[config.mk]
export PLATFORM = sky130hd
export DESIGN_NAME = odu_trib_mux_map
export DESIGN_NICKNAME = d
export VERILOG_FILES = /design/src/trib_map_pkg.sv /design/src/odu_trib_mux_map.sv
export SDC_FILE = /design/constraint.sdc
export NUM_CORES = 1
export LEC_CHECK = 0
export BUFFER_PORTS_ARGS = -buffer_cell sky130_fd_sc_hd__buf_2
export CAP_MARGIN = 20
export CORE_ASPECT_RATIO = 1.75
export CORE_UTILIZATION = 60
export CTS_CLUSTER_DIAMETER = 100
export CTS_CLUSTER_SIZE = 24
export DETAILED_ROUTE_END_ITERATION = 8
export PLACE_DENSITY = 0.83
export SLEW_MARGIN = 20
export SYNTH_ARGS = -nofsm -noshare
export SYNTH_HDL_FRONTEND = slang
export SYNTH_SLANG_ARGS = --single-unit
[constraint.sdc]
create_clock -name i_clk -period 7.25 [get_ports i_clk]
set_input_delay 1.45 -clock i_clk [delete_from_list [all_inputs] [get_ports i_clk]]
set_output_delay 1.45 -clock i_clk [all_outputs]
set_load 0.01 [all_outputs]
[src/trib_map_pkg.sv]
// Package for the tributary admission and mapping block: groups, ODU types,
// limits, payload types and the request and answer carriers.
// Assumes one 20 MHz clock domain and a synchronous active-low reset.
package trib_map_pkg;

	// ==========================================================
	// Basic widths
	localparam int NUM_CH = 8;
	localparam int CNT_W = 8;
	localparam int N_W = 5;
	localparam int TS_W = 8;

	// ==========================================================
	// Payload types carried by the tributary groups
	localparam logic [7:0] PT_GROUP_K = 8'h15;
	localparam logic [7:0] PT_GROUP_CN = 8'h16;

	// ==========================================================
	// Per-class unit limits of the fixed-rate groups
	localparam logic [CNT_W-1:0] LIM4_C1 = 8'h50;
	localparam logic [CNT_W-1:0] LIM4_C2 = 8'h28;
	localparam logic [CNT_W-1:0] LIM4_C8 = 8'h0a;
	localparam logic [CNT_W-1:0] LIM4_CBIG = 8'h02;
	localparam logic [CNT_W-1:0] LIM4_CTS = 8'h50;
	localparam logic [CNT_W-1:0] LIM25_C1 = 8'h14;
	localparam logic [CNT_W-1:0] LIM25_C2 = 8'h0a;
	localparam logic [CNT_W-1:0] LIM25_C8 = 8'h02;
	localparam logic [CNT_W-1:0] LIM25_CTS = 8'h14;
	localparam logic [CNT_W-1:0] LIM50_C1 = 8'h28;
	localparam logic [CNT_W-1:0] LIM50_C2 = 8'h14;
	localparam logic [CNT_W-1:0] LIM50_C8 = 8'h05;
	localparam logic [CNT_W-1:0] LIM50_CBIG = 8'h01;
	localparam logic [CNT_W-1:0] LIM50_CTS = 8'h28;
	// Multiplier of n for the one-slot, two-slot and variable classes
	localparam logic [3:0] CN_PER_N = 4'ha;

	// ==========================================================
	// Tributary slot counts of each unit
	localparam logic [TS_W-1:0] TS_ONE = 8'h01;
	localparam logic [TS_W-1:0] TS_TWO = 8'h02;
	localparam logic [TS_W-1:0] TS_EIGHT = 8'h08;
	localparam logic [TS_W-1:0] TS_K31 = 8'h1f;
	localparam logic [TS_W-1:0] TS_CN_ODU3 = 8'h08;
	localparam logic [TS_W-1:0] TS_CN_ODU4 = 8'h14;

	// ==========================================================
	// Enumerations
	typedef enum logic [1:0] {
		GRP_OPU4 = 2'h0,
		GRP_OPUCN = 2'h1,
		GRP_OPU25 = 2'h2,
		GRP_OPU50 = 2'h3
	} group_t;

	typedef enum logic [2:0] {
		ODU_0 = 3'h0,
		ODU_1 = 3'h1,
		ODU_2 = 3'h2,
		ODU_2E = 3'h3,
		ODU_3 = 3'h4,
		ODU_4 = 3'h5,
		ODU_FLEX = 3'h6
	} odu_t;

	// Unit class: index of the per-group occupancy counter
	typedef enum logic [2:0] {
		CLS_1 = 3'h0,
		CLS_2 = 3'h1,
		CLS_8 = 3'h2,
		CLS_BIG = 3'h3,
		CLS_TS = 3'h4
	} unit_cls_t;
	localparam int NUM_CLS = 5;
	localparam int NUM_GRP = 4;

	// Allowed mapping methods, one bit each
	localparam int M_BMP = 0;
	localparam int M_TTT_GMP = 1;
	localparam int M_GMP = 2;
	localparam int M_GFPF = 3;
	localparam int M_IMP = 4;

	// ==========================================================
	// Carriers
	typedef struct packed {
		logic remove;
		group_t group;
		odu_t odu;
		logic [N_W-1:0] n;
		logic [TS_W-1:0] flex_ts;
	} trib_req_t;

	typedef struct packed {
		logic accepted;
		logic cfg_error;
		logic fa_extend;
		logic gmp;
		group_t group;
		unit_cls_t unit_cls;
		logic [TS_W-1:0] slots;
		logic [7:0] payload_type;
		logic [CNT_W-1:0] in_use;
	} trib_resp_t;

	typedef struct packed {
		logic client_pcs;
		logic uni_flexe;
		logic rate_above_100g;
		logic rate_at_100g;
		logic inter_domain;
	} eth_req_t;

endpackage : trib_map_pkg

[src/odu_trib_mux_map.sv]
// Tributary admission and mapping control for lower-order ODUs into
// OPU4, OPUCn, OPU25 and OPU50 groups, Ethernet client mapping selection and
// multi-channel OTU supervision.
// Assumes requests from same-clock logic and OTU status pins from outside.
`timescale 1ns/1ps

module odu_trib_mux_map
	import trib_map_pkg::*;
(
	// Clock and reset
	input wire logic i_clk,
	input wire logic i_reset_n,
	// Tributary assignment requests
	input wire logic i_req_valid,
	input wire trib_req_t i_req,
	output logic o_req_ready,
	output logic o_resp_valid,
	output trib_resp_t o_resp,
	// Ethernet client mapping selection
	input wire eth_req_t i_eth,
	output logic [4:0] o_eth_methods,
	// Multi-channel OTU status pins
	input wire logic [NUM_CH-1:0] i_otu_present,
	input wire logic [NUM_CH-1:0] i_otu_trace_mismatch,
	output logic [NUM_CH-1:0] o_otu_in_service,
	output logic o_if_operational,
	output logic o_if_trace_mismatch
);

	// ==========================================================
	// Functions

	// Unit class of an ODU type; ODU2 and ODU2e share the 8-slot units
	function automatic unit_cls_t cls_of(input odu_t odu);
		case (odu)
			ODU_0: cls_of = CLS_1;
			ODU_1: cls_of = CLS_2;
			ODU_2, ODU_2E: cls_of = CLS_8;
			ODU_3, ODU_4: cls_of = CLS_BIG;
			default: cls_of = CLS_TS;
		endcase
	endfunction : cls_of

	// OPUCn class: ODU0 and ODU1 both land in one-slot units
	function automatic unit_cls_t cls_cn(input odu_t odu);
		case (odu)
			ODU_0, ODU_1: cls_cn = CLS_1;
			ODU_2, ODU_2E: cls_cn = CLS_2;
			ODU_3: cls_cn = CLS_8;
			ODU_4: cls_cn = CLS_BIG;
			default: cls_cn = CLS_TS;
		endcase
	endfunction : cls_cn

	// Whether a group offers a unit for this ODU type
	function automatic logic supported(input group_t g, input odu_t odu);
		case (g)
			GRP_OPUCN: supported = 1'b1;
			GRP_OPU4, GRP_OPU50: supported = (odu != ODU_4);
			GRP_OPU25: supported = (odu != ODU_4) && (odu != ODU_3);
			default: supported = 1'b0;
		endcase
	endfunction : supported

	// Unit limit of a class in a group; OPUCn limits scale with n
	function automatic logic [CNT_W-1:0] limit_of(input group_t g, input unit_cls_t c,
			input logic [N_W-1:0] n);
		logic [CNT_W-1:0] ten_n;
		ten_n = CNT_W'(CN_PER_N * n);
		limit_of = '0;
		case (g)
			GRP_OPU4: begin
				case (c)
					CLS_1: limit_of = LIM4_C1;
					CLS_2: limit_of = LIM4_C2;
					CLS_8: limit_of = LIM4_C8;
					CLS_BIG: limit_of = LIM4_CBIG;
					default: limit_of = LIM4_CTS;
				endcase
			end
			GRP_OPU25: begin
				case (c)
					CLS_1: limit_of = LIM25_C1;
					CLS_2: limit_of = LIM25_C2;
					CLS_8: limit_of = LIM25_C8;
					CLS_BIG: limit_of = '0;
					default: limit_of = LIM25_CTS;
				endcase
			end
			GRP_OPU50: begin
				case (c)
					CLS_1: limit_of = LIM50_C1;
					CLS_2: limit_of = LIM50_C2;
					CLS_8: limit_of = LIM50_C8;
					CLS_BIG: limit_of = LIM50_CBIG;
					default: limit_of = LIM50_CTS;
				endcase
			end
			default: begin
				case (c)
					CLS_8: limit_of = CNT_W'((ten_n >> 2)); // floor of 2.5n
					CLS_BIG: limit_of = CNT_W'(n);
					default: limit_of = ten_n;
				endcase
			end
		endcase
	endfunction : limit_of

	// Tributary slots taken by one unit
	function automatic logic [TS_W-1:0] slots_of(input group_t g, input odu_t odu,
			input logic [TS_W-1:0] flex_ts);
		slots_of = flex_ts;
		if (g == GRP_OPUCN) begin
			case (odu)
				ODU_0, ODU_1: slots_of = TS_ONE;
				ODU_2, ODU_2E: slots_of = TS_TWO;
				ODU_3: slots_of = TS_CN_ODU3;
				ODU_4: slots_of = TS_CN_ODU4;
				default: slots_of = flex_ts;
			endcase
		end else begin
			case (odu)
				ODU_0: slots_of = TS_ONE;
				ODU_1: slots_of = TS_TWO;
				ODU_2, ODU_2E: slots_of = TS_EIGHT;
				ODU_3: slots_of = TS_K31;
				default: slots_of = flex_ts;
			endcase
		end
	endfunction : slots_of

	// ==========================================================
	// Admission state machine
	typedef enum logic [2:0] {
		ST_IDLE = 3'b001,
		ST_CHECK = 3'b010,
		ST_ANSWER = 3'b100
	} adm_state_t;

	adm_state_t state_q, state_d;
	trib_req_t req_q, req_d;
	trib_resp_t resp_q, resp_d;
	logic [CNT_W-1:0] cnt_q [NUM_GRP][NUM_CLS];
	logic [CNT_W-1:0] cnt_d [NUM_GRP][NUM_CLS];
	unit_cls_t cur_cls;
	logic [CNT_W-1:0] cur_cnt;
	logic [CNT_W-1:0] cur_lim;
	logic ok;

	// Class, occupancy and limit of the held request
	always_comb begin
		cur_cls = (req_q.group == GRP_OPUCN) ? cls_cn(req_q.odu) : cls_of(req_q.odu);
		cur_cnt = cnt_q[req_q.group][cur_cls];
		cur_lim = limit_of(req_q.group, cur_cls, req_q.n);
		if (req_q.remove) begin
			ok = (cur_cnt != '0);
		end else begin
			ok = supported(req_q.group, req_q.odu) && (cur_cnt < cur_lim);
		end
	end

	// Next state, counters and answer
	always_comb begin
		state_d = state_q;
		req_d = req_q;
		resp_d = resp_q;
		cnt_d = cnt_q;
		case (state_q)
			ST_IDLE: begin
				if (i_req_valid) begin
					req_d = i_req;
					state_d = ST_CHECK;
				end
			end
			ST_CHECK: begin
				resp_d.accepted = ok;
				resp_d.cfg_error = !ok;
				resp_d.fa_extend = ok && !req_q.remove;
				resp_d.gmp = ok;
				resp_d.group = req_q.group;
				resp_d.unit_cls = cur_cls;
				resp_d.slots = slots_of(req_q.group, req_q.odu, req_q.flex_ts);
				resp_d.payload_type = (req_q.group == GRP_OPUCN) ? PT_GROUP_CN
					: PT_GROUP_K;
				resp_d.in_use = cur_cnt;
				if (ok && req_q.remove) begin
					cnt_d[req_q.group][cur_cls] = cur_cnt - 1'b1;
					resp_d.in_use = cur_cnt - 1'b1;
				end else if (ok) begin
					cnt_d[req_q.group][cur_cls] = cur_cnt + 1'b1;
					resp_d.in_use = cur_cnt + 1'b1;
				end
				state_d = ST_ANSWER;
			end
			ST_ANSWER: state_d = ST_IDLE;
			default: state_d = ST_IDLE;
		endcase
	end

	// Admission registers
	always_ff @(posedge i_clk) begin
		if (!i_reset_n) begin
			state_q <= ST_IDLE;
			req_q <= '0;
			resp_q <= '0;
			for (int g = 0; g < NUM_GRP; g++) begin
				for (int c = 0; c < NUM_CLS; c++) begin
					cnt_q[g][c] <= '0;
				end
			end
		end else begin
			state_q <= state_d;
			req_q <= req_d;
			resp_q <= resp_d;
			cnt_q <= cnt_d;
		end
	end

	// Handshake outputs
	assign o_req_ready = (state_q == ST_IDLE);
	assign o_resp_valid = (state_q == ST_ANSWER);
	assign o_resp = resp_q;

	// ==========================================================
	// Ethernet client mapping selection
	logic [4:0] meth_q, meth_d;

	// Allowed methods; at exactly 100G a MAC client not crossing domains also gets IMP
	always_comb begin
		meth_d = '0;
		if (i_eth.client_pcs) begin
			if (i_eth.inter_domain || !i_eth.uni_flexe) begin
				meth_d[M_BMP] = 1'b1;
				meth_d[M_TTT_GMP] = 1'b1;
				meth_d[M_GMP] = 1'b1;
			end else begin
				meth_d[M_IMP] = 1'b1;
			end
		end else if (i_eth.rate_above_100g) begin
			meth_d[M_IMP] = 1'b1;
		end else if (i_eth.inter_domain) begin
			meth_d[M_GFPF] = 1'b1;
		end else if (i_eth.uni_flexe) begin
			meth_d[M_IMP] = 1'b1;
		end else begin
			meth_d[M_GFPF] = 1'b1;
			meth_d[M_IMP] = 1'b1;
		end
		if (!i_eth.client_pcs && i_eth.rate_at_100g && !i_eth.inter_domain) begin
			meth_d[M_IMP] = 1'b1;
		end
	end

	// Method register
	always_ff @(posedge i_clk) begin
		if (!i_reset_n) begin
			meth_q <= '0;
		end else begin
			meth_q <= meth_d;
		end
	end

	assign o_eth_methods = meth_q;

	// ==========================================================
	// Multi-channel OTU supervision
	// Three stages per pin; a change counts once stages two and three agree
	logic [NUM_CH-1:0] pres_s1_q, pres_s2_q, pres_s3_q, pres_q, pres_d;
	logic [NUM_CH-1:0] tim_s1_q, tim_s2_q, tim_s3_q, tim_q, tim_d;
	logic oper_q, oper_d;
	logic mis_q, mis_d;

	// Filtered levels and interface-wide results
	always_comb begin
		pres_d = pres_q;
		tim_d = tim_q;
		for (int i = 0; i < NUM_CH; i++) begin
			if (pres_s2_q[i] == pres_s3_q[i]) begin
				pres_d[i] = pres_s3_q[i];
			end
			if (tim_s2_q[i] == tim_s3_q[i]) begin
				tim_d[i] = tim_s3_q[i];
			end
		end
		oper_d = |pres_d;
		mis_d = |(tim_d & pres_d);
	end

	// Synchroniser and status registers
	always_ff @(posedge i_clk) begin
		if (!i_reset_n) begin
			pres_s1_q <= '0;
			pres_s2_q <= '0;
			pres_s3_q <= '0;
			tim_s1_q <= '0;
			tim_s2_q <= '0;
			tim_s3_q <= '0;
			pres_q <= '0;
			tim_q <= '0;
			oper_q <= 1'b0;
			mis_q <= 1'b0;
		end else begin
			pres_s1_q <= i_otu_present;
			pres_s2_q <= pres_s1_q;
			pres_s3_q <= pres_s2_q;
			tim_s1_q <= i_otu_trace_mismatch;
			tim_s2_q <= tim_s1_q;
			tim_s3_q <= tim_s2_q;
			pres_q <= pres_d;
			tim_q <= tim_d;
			oper_q <= oper_d;
			mis_q <= mis_d;
		end
	end

	assign o_otu_in_service = pres_q;
	assign o_if_operational = oper_q;
	assign o_if_trace_mismatch = mis_q;

endmodule : odu_trib_mux_map

==> results of run 1 <==
-- flip-flops by register name, summed over array words and instances (netlist names), named ones only --
signal and count:
cnt_q 140, o_eth_methods 3, o_if_operational 1, o_if_trace_mismatch 1
o_otu_in_service 8, o_resp 27, pres_s1_q 8, pres_s2_q 8
pres_s3_q 8, req_q 19, state_q 3, tim_q 8
tim_s1_q 8, tim_s2_q 8, tim_s3_q 8
-- power by group --
part | internal, µW | switching (µW) | total, µW | leakage, µW
combinational | 140 | 312 | 452 | 0.00239
sequential | 1550 | 18.6 | 1570 | 0.00225
clock | 379 | 480 | 859 | 0.000195
total | 2070 | 811 | 2880 | 0.00484
-- per-layer routing --
| metal | vias up | track usage | share of wire |
|---|---|---|---|
| met1 | 4915 | 0.317 | 0.39 |
| met2 | 300 | 0.507 | 0.51 |
| met4 | 0 | 0.166 | 0.055 |
| li1 | 4871 | - | - |
| met5 | - | 0 | 0 |
| met3 | 83 | 0.0300 | 0.045 |
-- worst register-to-register path, cell delays in order (launching register included) --
cell and delay, ns:
dfxtp_1 0.54, inv_1 0.17, ha_1 0.31, o21ba_1 0.32
o22ai_2 0.94, mux2i_1 0.51, o21ai_1 0.28, a41oi_4 0.49
inv_2 0.12, ha_1 0.31, nor2b_1 0.13, o21ai_0 0.16
o2111ai_1 0.15, or2_2 0.55, a21oi_2 0.75, mux2i_1 0.26
nor2_1 0.05
-- how the worst max path moves through the flow --
stage / start / endpoint / cells after the start
2_1_floorplan: req_q[17]$_SDFFE_PN0P_ / cnt_q[67]$_SDFFE_PN0P_ / 23
3_5_place_dp: req_q[14]$_SDFFE_PN0P_ / flop / 18
5_1_grt: req_q[14]$_SDFFE_PN0P_ / cnt_q[43]$_SDFFE_PN0P_ / 15
3_3_place_gp: req_q[14]$_SDFFE_PN0P_ / cnt_q[82]$_SDFFE_PN0P_ / 17
4_1_cts: req_q[14]$_SDFFE_PN0P_ / flop / 18
6_report: req_q[14]$_SDFFE_PN0P_ / flop / 16
-- final cells by class --
class                   count  area (µm²)
diodes                      1        2.50
clock inverters             2        20.0
well taps                 252         315
fillers                  1684        7240
clock buffers              15         375
inverters                  23        91.3
repair buffers            116         653
flip-flops and latches    278        5570
multi-input cells         938        6490
-- through the flow --
stage | utilization | power [µW] | instance area (µm²) | setup slack (ns) | std cells
floorplan | - | 1930 | 12700 | 2.22 | 1363
global placement | 0.632 | 2040 | 13100 | 1.46 | 1607
global route | 0.651 | 2980 | 13500 | 0.869 | 1625
CTS | 0.651 | 2890 | 13500 | 1.34 | 1624
finish | 0.651 | 2880 | 13500 | 1.06 | 1625
detailed placement | 0.632 | 2050 | 13100 | 1.35 | 1607
-- cell usage after synthesis, types with 11 or more instances --
library cell,count
a211oi_1,93
a21oi_1,107
and2_1,62
buf_2,32
clkbuf_1,76
dfxtp_1,278
ha_1,24
inv_1,20
mux2i_1,63
mux4_2,34
nand2_1,114
nand3_1,17
nor2_1,164
nor3_1,19
o21ai_0,58
o22ai_1,11
xnor2_1,12
-- cell usage in the layout (no fill, tap or decap), types with 6 or more instances in the layout --
| cell | netlist | final |
|---|---|---|
| dfxtp_1 | 278 | 276 |
| nor2_1 | 164 | 164 |
| nand2_1 | 114 | 114 |
| a21oi_1 | 107 | 107 |
| a211oi_1 | 93 | 92 |
| buf_2 | 32 | 87 |
| mux2i_1 | 63 | 63 |
| and2_1 | 62 | 62 |
| o21ai_0 | 58 | 58 |
| mux4_2 | 34 | 34 |
| buf_4 | 10 | 29 |
| ha_1 | 24 | 24 |
| inv_1 | 20 | 19 |
| nor3_1 | 19 | 19 |
| nand3_1 | 17 | 17 |
| clkbuf_16 | 0 | 15 |
| o22ai_1 | 11 | 11 |
| xnor2_1 | 12 | 10 |
| a2111oi_2 | 8 | 9 |
| a211oi_2 | 8 | 9 |
| and3_1 | 8 | 8 |
| a22oi_1 | 8 | 8 |
| maj3_1 | 8 | 8 |
| nand4_1 | 6 | 6 |
| o211ai_1 | 6 | 6 |
| o2111ai_1 | 6 | 6 |
| a21oi_2 | 6 | 6 |
-- logic make-up (layout without fill, tap and decap cells) --
kind of cell	Yosys count	in the layout	share of synthesized area
XOR/XNOR	13	13	0.00899
buffers and inverters	147	156	0.0515
AO/OA/AOI/OAI	364	364	0.200
other	1	5	0.000296
AND/OR/NAND/NOR	424	424	0.155
flip-flops	278	278	0.439
adder cells (fa/ha/maj)	33	33	0.0316
multiplexers	100	100	0.113
==> out/qor.txt, run 1 <==
Worst skew pair latency - 0.50 ns
Routed vias/inst - 6.26
Number of global-route vias before repair - 9,855
H-tree depth - 1
Pin count of the biggest net entering global routing - 99
Number of synthesized flops with an enable pin - 0
Final setup viols - 0
# rows - 70
Outcome - finished, violations left
FF-to-FF setup slack - 1.06 ns
Initial Util - 0.610
Post-Synthesis Cells - 1,360
Crit path required time - 7.61 ns
Worst-Margin Slew - 1.13 ns
Top Ports - 93
Worst path cell trace - inv_1 -> ha_1 -> o21ba_1 -> o22ai_2 -> mux2i_1 -> o21ai_1 -> a41oi_4 -> inv_2 -> ha_1 -> nor2b_1 -> o21ai_0 -> o2111ai_1 -> or2_2 -> a21oi_2 -> mux2i_1 -> nor2_1
Peak supply drop - 140 µV
Ys Warns - 0
DRT Pass-1 Iters - 9
Failing checks - DRC
Die area - 21,700 µm²
Total core area - 20,800 µm²
Cell family with most CP delay - compound AO/OA/AOI/OAI gates
Yosys cell types - 78
Maximum clock rate - 162 MHz
Post-CTS Setup Repair Bufs - 0
GRT Overall Usage - 0.281
Pwr Density - 213 nW/µm²
# clock sinks - 278
First-pass GRT wire length - 49,500 µm
Top cells by area, synth - dfxtp_1, mux4_2, a211oi_1
R2R Path Start - req_q[14]$_SDFFE_PN0P_
Final nets - 1,440
Crit-path slowest cell - o22ai_2
Initial drt markers - 786
WHS Endpoint - tim_s2_q[3]$_SDFF_PN0_
Biggest cell delay along the critical path - 0.94 ns
Root Buffer - clkbuf_16
Clock Skew - 0.0151 ns
CTS Buf Count - 15
DPL Wire Length - 20,900 µm
Ys async rst share - 0
#FFs+latches synth - 278
Worst hold start - tim_s1_q[3]$_SDFF_PN0_
Critical Path AT - 6.55 ns
Leak Pwr - 0.00484 µW
Max Fanout on Critical Path - 19
Hold slack - 0.442 ns
Final TNS setup - 0 ns
Slew Limit Fails - 0
Initial antenna violation count - 1
Worst-path clk slew - 0.09 ns
Max transition margin - 0.250
RSZ-0062 raised after global routing - false
Synthesized cell area - 12,700 µm²
Via count - 10,200
Die width - 112 µm
Min-delay worst type - reg2reg
Routability cong. - 0.950
Final WL - 30,800 µm
Crit path launch type - flop
PortBufs - 87
P&R area growth vs syn - 6.71%
Dominant synthesized flop cell - dfxtp_1
CTS tree - yes
Max-cap viol count - 0
Syn Area/Cell - 9.31 µm²
Tcrit/Tclk final - 0.853
CTS Buffer Depth - 3
Post-route ant nets - 0
WL per Instance - 18.9 µm
Worst Hold Depth - 1
Die extent in y - 194 µm
Final Hold Fails - 0
Ratio of cells with drive above 1 in the final layout - 0.160
Sequential share of the synthesized area - 0.439
Area share of the largest cell type after synthesis - 0.439
# DRC - 12
Crit Path Category - reg2reg
Hold Buf Count CTS - 0
Yosys top cell by area - dfxtp_1
CTS resizes - 0
Overflow after GRT - 0
Period minus WS final - 6.19 ns
CP endpoint kind - flop
CP bufs+invs - 2
Reg2reg path depth - 16
Power figures use the tool's default switching activity.
==> inputs of run 2 (changes only) <==
Settings changed: ABC_AREA set to 1, CORE_MARGIN set to 2, CORE_UTILIZATION 60 to 61, PLACE_DENSITY 0.83 to 0.84.
==> out/qor.txt, run 2 <==
CTS resizes - 0 (unchanged)
GRT busiest layer - met2
Biggest cell delay along the critical path - 0.73 ns (-0.21 ns)
CTS Buf Count - 15 (unchanged)
Max transition margin - 0.261 (+0.0111)
Antenna cells - 0 (-1)
Synthesized cell area - 14,100 µm² (+12%)
Post-Synthesis Cells - 2,129 (+57%)
Crit path launch type - flop
Final TNS setup - 0 ns (unchanged)
Maximum clock rate - 157 MHz (-3.0%)
# rows - 73 (+4.3%)
Ratio of cells with drive above 1 in the final layout - 0.0803 (-0.0794)
Final setup viols - 0 (unchanged)
Worst skew pair latency - 0.50 ns (about the same)
First-pass GRT wire length - 59,300 µm (+20%)
Via count - 13,300 (+31%)
# DRC - 0 (-12)
Post-route ant nets - 0 (unchanged)
Dpl cells - 2,402 (+49%)
Worst Hold Depth - 2 (+1)
Ys Warns - 0 (unchanged)
GRT Overall Usage - 0.297 (+0.0159)
# clock sinks - 278 (unchanged)
Top cells by count, synth - nand2_1, nor2_1, dfxtp_1, inv_1, o21ai_0
Peak supply drop - 250 µV (+78%)
Routability cong. - 0.985 (+3.7%)
Slew Limit Fails - 0 (unchanged)
RSZ-0062 raised after global routing - false
Sequential share of the synthesized area - 0.394 (-0.0457)
Max-cap viol count - 0 (unchanged)
PortBufs - 87 (unchanged)
Die extent in y - 205 µm (+5.8%)
Pin count of the biggest net entering global routing - 119 (+20%)
Root Buffer - clkbuf_16
P&R area growth vs syn - 3.84%
#FFs+latches synth - 278 (unchanged)
Largest Register - cnt_q
Clock Skew - 0.0157 ns (+0.000597 ns)
Final nets - 2,187 (+52%)
Syn Area/Cell - 6.64 µm² (-29%)
Stages on worst setup path - 21 (+5)
Dominant synthesized flop cell - dfxtp_1
CTS tree - yes
Period minus WS final - 6.38 ns (+0.191 ns)
GR Layer Usage met3 - 0.0261 (-0.00396)
CP endpoint kind - flop
CTS Buffer Depth - 3 (unchanged)
Top cells by area, synth - dfxtp_1, nand2_1, nor2_1
Met2 track demand over resource - 0.538 (+0.0310)
H-tree depth - 1 (unchanged)
Crit Path Category - reg2reg
Final Hold Fails - 0 (unchanged)
Die area - 24,500 µm² (+13%)
Crit-path slowest cell - a2111oi_0
Pwr Density - 226 nW/µm² (+5.8%)
Min-delay worst type - reg2reg
Max reg flops - 140 (unchanged)
Routed vias/inst - 5.51 (-12%)
Critical Path AT - 6.82 ns (+0.27 ns)
Initial drt markers - 1,021 (+30%)
Finished Layout Cells - 2,418 (+49%)
Most common cell after layout, fill and taps aside - nand2_1
Final WL - 36,800 µm (+20%)
Post-CTS Setup Repair Bufs - 0 (unchanged)
Hold slack - 0.415 ns (-0.0264 ns)
Top Ports - 93 (unchanged)
Ys async rst share - 0 (unchanged)
Worst path cell trace - buf_4 -> inv_2 -> ha_1 -> nor2_1 -> nand2_2 -> nand2_4 -> inv_2 -> nor2_1 -> inv_1 -> nor2_1 -> o32ai_1 -> ha_1 -> a21oi_1 -> o22ai_1 -> a2111oi_0 -> nand2_4 -> nand2_4 -> nand3_1 -> nand2_1 -> nand2_1 -> nor2_1
Worst-Margin Slew - 1.11 ns (-0.0168 ns)
Yosys top cell by area - dfxtp_1
Crit path required time - 7.69 ns (+0.08 ns)
Global routing usage on met1 - 0.330 (+0.0126)
Total core area - 22,700 µm² (+9.6%)
Power Total - 3310 µW (+15%)
DPL Wire Length - 25,000 µm (+20%)
Top-count cell post-synth - nand2_1
Final core utilization - 0.646 (-0.00563)
Tcrit/Tclk final - 0.880 (+0.0263)
Cell family with most CP delay - simple AND/OR/NAND/NOR gates
Yosys cell types - 49 (-37%)
WL per Instance - 15.2 µm (-20%)
Most frequent cells in the layout - nand2_1, nor2_1, dfxtp_1
Overflow after GRT - 0 (unchanged)
Max Fanout on Critical Path - 67 (+48)
Initial antenna violation count - 0 (-1)
Number of synthesized flops with an enable pin - 0 (unchanged)
Worst-path clk slew - 0.10 ns (about the same)
CP bufs+invs - 4 (+2)
Hold Buf Count CTS - 0 (unchanged)
Die width - 119 µm (+6.5%)
Cell mode on critical path - nor2_1
Leak Pwr - 0.00744 µW (+54%)
DRT Pass-1 Iters - 6 (-3)
Reg2reg path depth - 21 (+5)
Number of global-route vias before repair - 12,300 (+25%)
Area share of the largest cell type after synthesis - 0.394 (-0.0457)
Initial Util - 0.622 (+0.0114)
Outcome - finished, final reports clean
run 2: changes by cell type in the layout (fill, tap and decap cells not counted), sizes merged, moves of 16 or more:
| cell | previous run | this run |
|---|---|---|
| nor2 | 166 | 367 |
| and2 | 62 | 0 |
| nand4 | 6 | 58 |
| mux4 | 34 | 0 |
| o211ai | 6 | 22 |
| nand2 | 114 | 594 |
| buf | 116 | 98 |
| a211oi | 101 | 2 |
| mux2i | 63 | 0 |
| o21ai | 59 | 146 |
| nand3 | 17 | 96 |
| inv | 25 | 236 |
run 2: report_power, final:
part	switching, µW	total, µW	leakage [µW]	internal (µW)
sequential	19.8	1570	0.00225	1550
clock	489	866	0.000191	377
combinational	676	870	0.00499	195
run 2: through the flow:
stage	setup slack, ns	cell area [µm²]
floorplan	2.82	14100
global placement	1.16	14300
detailed placement	0.994	14300
CTS	0.932	14700
global route	0.277	14700
finish	0.872	14700
run 2: final timing paths:
check	from	end	slack, ns
worst max-delay path	req_q[17]$_SDFFE_PN0P_	cnt_q[58]$_SDFFE_PN0P_	0.87
worst min-delay path	tim_s1_q[0]$_SDFF_PN0_	tim_s2_q[0]$_SDFF_PN0_	0.42
worst max register to register	req_q[17]$_SDFFE_PN0P_	cnt_q[58]$_SDFFE_PN0P_	0.87
worst min register to register	tim_s1_q[0]$_SDFF_PN0_	tim_s2_q[0]$_SDFF_PN0_	0.42
run 2: per-layer routing:
metal	vias to the layer above	share of wire
met4	0	0.068
met3	141	0.061
li1	6670	-
met1	5977	0.37
met2	539	0.50
met5	-	0
run 2: final cells by class:
class                   count  area (µm²)
well taps                 300         375
clock buffers              15         375
multi-input cells        1491        6940
flip-flops and latches    278        5570
repair buffers             98         524
fillers                  2060        8060
inverters                 235         885
clock inverters             1        11.3
run 2: kinds of logic (layout without fill, tap and decap cells):
family	count (synthesis)	after routing	share of synthesized area
fa+ha+maj	25	25	0.0227
simple gates	1130	1130	0.337
buf+inv	363	349	0.116
flops	278	278	0.394
xor+xnor	4	4	0.00248
other cells	1	4	0.000265
compound gates	328	328	0.128
run 2: worst reg2reg max path, delay by kind of cell, from the launching register on:
family                     cells  cell delay (ns)
AOI/OAI and AO/OA              4             1.15
adders and majority gates      2             0.58
buffers and inverters          4             0.78
DFF                            1             0.32
and+or+nand+nor               11             3.53
==> inputs of run 3 (changes only) <==
Clock period 7.25 ns to 6.05 ns, I/O delays scaled along.
==> out/qor.txt, run 3 (synthesis gave the netlist of run 2 again) <==
Cell family with most CP delay - simple AND/OR/NAND/NOR gates
Final nets - 2,195 (+0.37%)
Part of the power in registers - 0.471 (-0.004)
Initial antenna violation count - 0 (unchanged)
Int Power - 2570 µW (+21%)
Initial Util - 0.622 (unchanged)
Outcome - finished, final reports clean
CP bufs+invs - 3 (-1)
# rows - 73 (unchanged)
Tcrit/Tclk final - 0.916 (+0.0364)
Critical Path AT - 6.00 ns (-0.82 ns)
Maximum clock rate - 180 MHz (+15%)
Worst skew pair latency - 0.52 ns (+0.02 ns)
Die width - 119 µm (unchanged)
Ratio of cells with drive above 1 in the final layout - 0.0842 (+0.00393)
Leak Pwr - 0.00748 µW (+0.56%)
Most frequent cells in the layout - nand2_1, nor2_1, dfxtp_1
Switch share - 0.359 (+0.00104)
Max transition margin - 0.335 (+0.0744)
Peak supply drop - 281 µV (+12%)
Clock Skew - 0.0264 ns (+0.0108 ns)
Worst-path clk slew - 0.10 ns (about the same)
Die area - 24,500 µm² (unchanged)
Pwr Density - 271 nW/µm² (+20%)
Comb power frac - 0.268 (+0.005)
Biggest cell delay along the critical path - 0.60 ns (-0.13 ns)
Largest Register - cnt_q
H-tree depth - 1 (unchanged)
Psw - 1440 µW (+21%)
CTS tree - yes
Fill count - 2,075 (+0.73%)
P&R area growth vs syn - 4.40%
Worst-Margin Slew - 0.997 ns (-0.112 ns)
Max-cap viol count - 0 (unchanged)
Pin count of the biggest net entering global routing - 130 (+9.2%)
Initial drt markers - 984 (-3.6%)
WL per Instance - 15.7 µm (+2.9%)
Most common cell after layout, fill and taps aside - nand2_1
Slew Limit Fails - 0 (unchanged)
RSZ-0062 raised after global routing - false
Hold slack - 0.418 ns (+0.00226 ns)
Period minus WS final - 5.54 ns (-0.836 ns)
# DRC - 0 (unchanged)
Final setup viols - 0 (unchanged)
Post-CTS Setup Repair Bufs - 0 (unchanged)
Cell mode on critical path - nand2_4
GRT Overall Usage - 0.309 (+0.0114)
DRT Pass-1 Iters - 5 (-1)
Crit-path slowest cell - nand3_1
Worst path cell trace - ha_1 -> inv_2 -> nor2_4 -> nand2_4 -> nand2_4 -> inv_2 -> nor2_1 -> inv_1 -> nor2_1 -> o32ai_1 -> ha_1 -> a21oi_1 -> o22ai_1 -> a2111oi_1 -> nand2_4 -> nand2_4 -> nand3_1 -> nand2_1 -> nand2_1 -> nor2_1
Clk network pwr share - 0.261 (about the same)
Post-route ant nets - 0 (unchanged)
Crit path launch type - flop
# clock sinks - 278 (unchanged)
CP endpoint kind - flop
Total core area - 22,700 µm² (unchanged)
Area of the multi-input gates - 6950 µm² (about the same)
Max reg flops - 140 (unchanged)
Reg area - 5570 µm² (unchanged)
Final Hold Fails - 0 (unchanged)
Hold Buf Count CTS - 0 (unchanged)
DPL Wire Length - 25,800 µm (+3.2%)
Final TNS setup - 0 ns (unchanged)
Crit path required time - 6.51 ns (-1.18 ns)
Final WL - 38,000 µm (+3.3%)
Via count - 13,400 (+0.33%)
Top Ports - 93 (unchanged)
Routability cong. - 0.965 (-2.0%)
Min-delay worst type - reg2reg
Routed vias/inst - 5.51 (about the same)
First-pass GRT wire length - 61,200 µm (+3.2%)
Power Total - 4010 µW (+21%)
Crit Path Category - reg2reg
CTS Buf Count - 15 (unchanged)
Antenna cells - 0 (unchanged)
PortBufs - 87 (unchanged)
Die extent in y - 205 µm (unchanged)
Number of global-route vias before repair - 12,400 (+0.64%)
Max Fanout on Critical Path - 39 (-42%)
Overflow after GRT - 0 (unchanged)
Root Buffer - clkbuf_16
CTS Buffer Depth - 3 (unchanged)
==> run 3: tightest hold or removal path: cells and delay by family, from the launching register on <==
family	cells	cell delay, ns
buffers and inverters	1	0.04
flip-flops	1	0.31
AND/OR/NAND/NOR	1	0.04
==> run 3: area by class of cell <==
cell class                 count  share of cell area
sequential                   278               0.377
inverter                     235              0.0599
clock inverter                 1            0.000763
tap                          300              0.0254
timing repair buffer         106              0.0404
clock buffer                  15              0.0254
multi-input combinational   1491               0.471
==> run 3: path summary, 6_finish.rpt <==
path / from / to / slack, ns / cells after the start
max reg2reg: req_q[16]$_SDFFE_PN0P_ / cnt_q[63]$_SDFFE_PN0P_ / 0.51 / 20
min reg2reg: tim_s1_q[5]$_SDFF_PN0_ / tim_s2_q[5]$_SDFF_PN0_ / 0.42 / 2
min: tim_s1_q[5]$_SDFF_PN0_ / tim_s2_q[5]$_SDFF_PN0_ / 0.42 / 2
max: req_q[16]$_SDFFE_PN0P_ / cnt_q[63]$_SDFFE_PN0P_ / 0.51 / 20
==> run 3: metrics by stage <==
stage | utilization | setup WS, ns | area, µm² | std cells
3_5_place_dp | 0.632 | 0.455 | 14400 | 2410
5_1_grt | 0.649 | 0.0468 | 14800 | 2426
6_report | 0.649 | 0.508 | 14800 | 2426
2_1_floorplan | - | 1.62 | 14100 | 2132
4_1_cts | 0.649 | 0.429 | 14800 | 2426
3_3_place_gp | 0.632 | 0.634 | 14400 | 2410
==> run 3: power by group through the flow <==
stage          Combinational, µW  Sequential (µW)  Clock, µW
2_1_floorplan                846             1920          0
3_3_place_gp                1040             1930          0
3_5_place_dp                1050             1930          0
4_1_cts                     1050             1890       1060
5_1_grt                     1170             1890       1120
6_report                    1080             1890       1040
==> run 3: layer usage <==
layer	vias up	share of wire	GRT usage
met2	477	0.48	0.537
li1	6675	-	-
met3	138	0.055	0.0319
met1	6081	0.38	0.346
met4	0	0.076	0.232
met5	-	0	0
==> run 3: repair_timing <==
action,CTS,global route
endpoints found under the setup margin,0,39
gates resized for setup,0,2
hold endpoints to repair,0,0
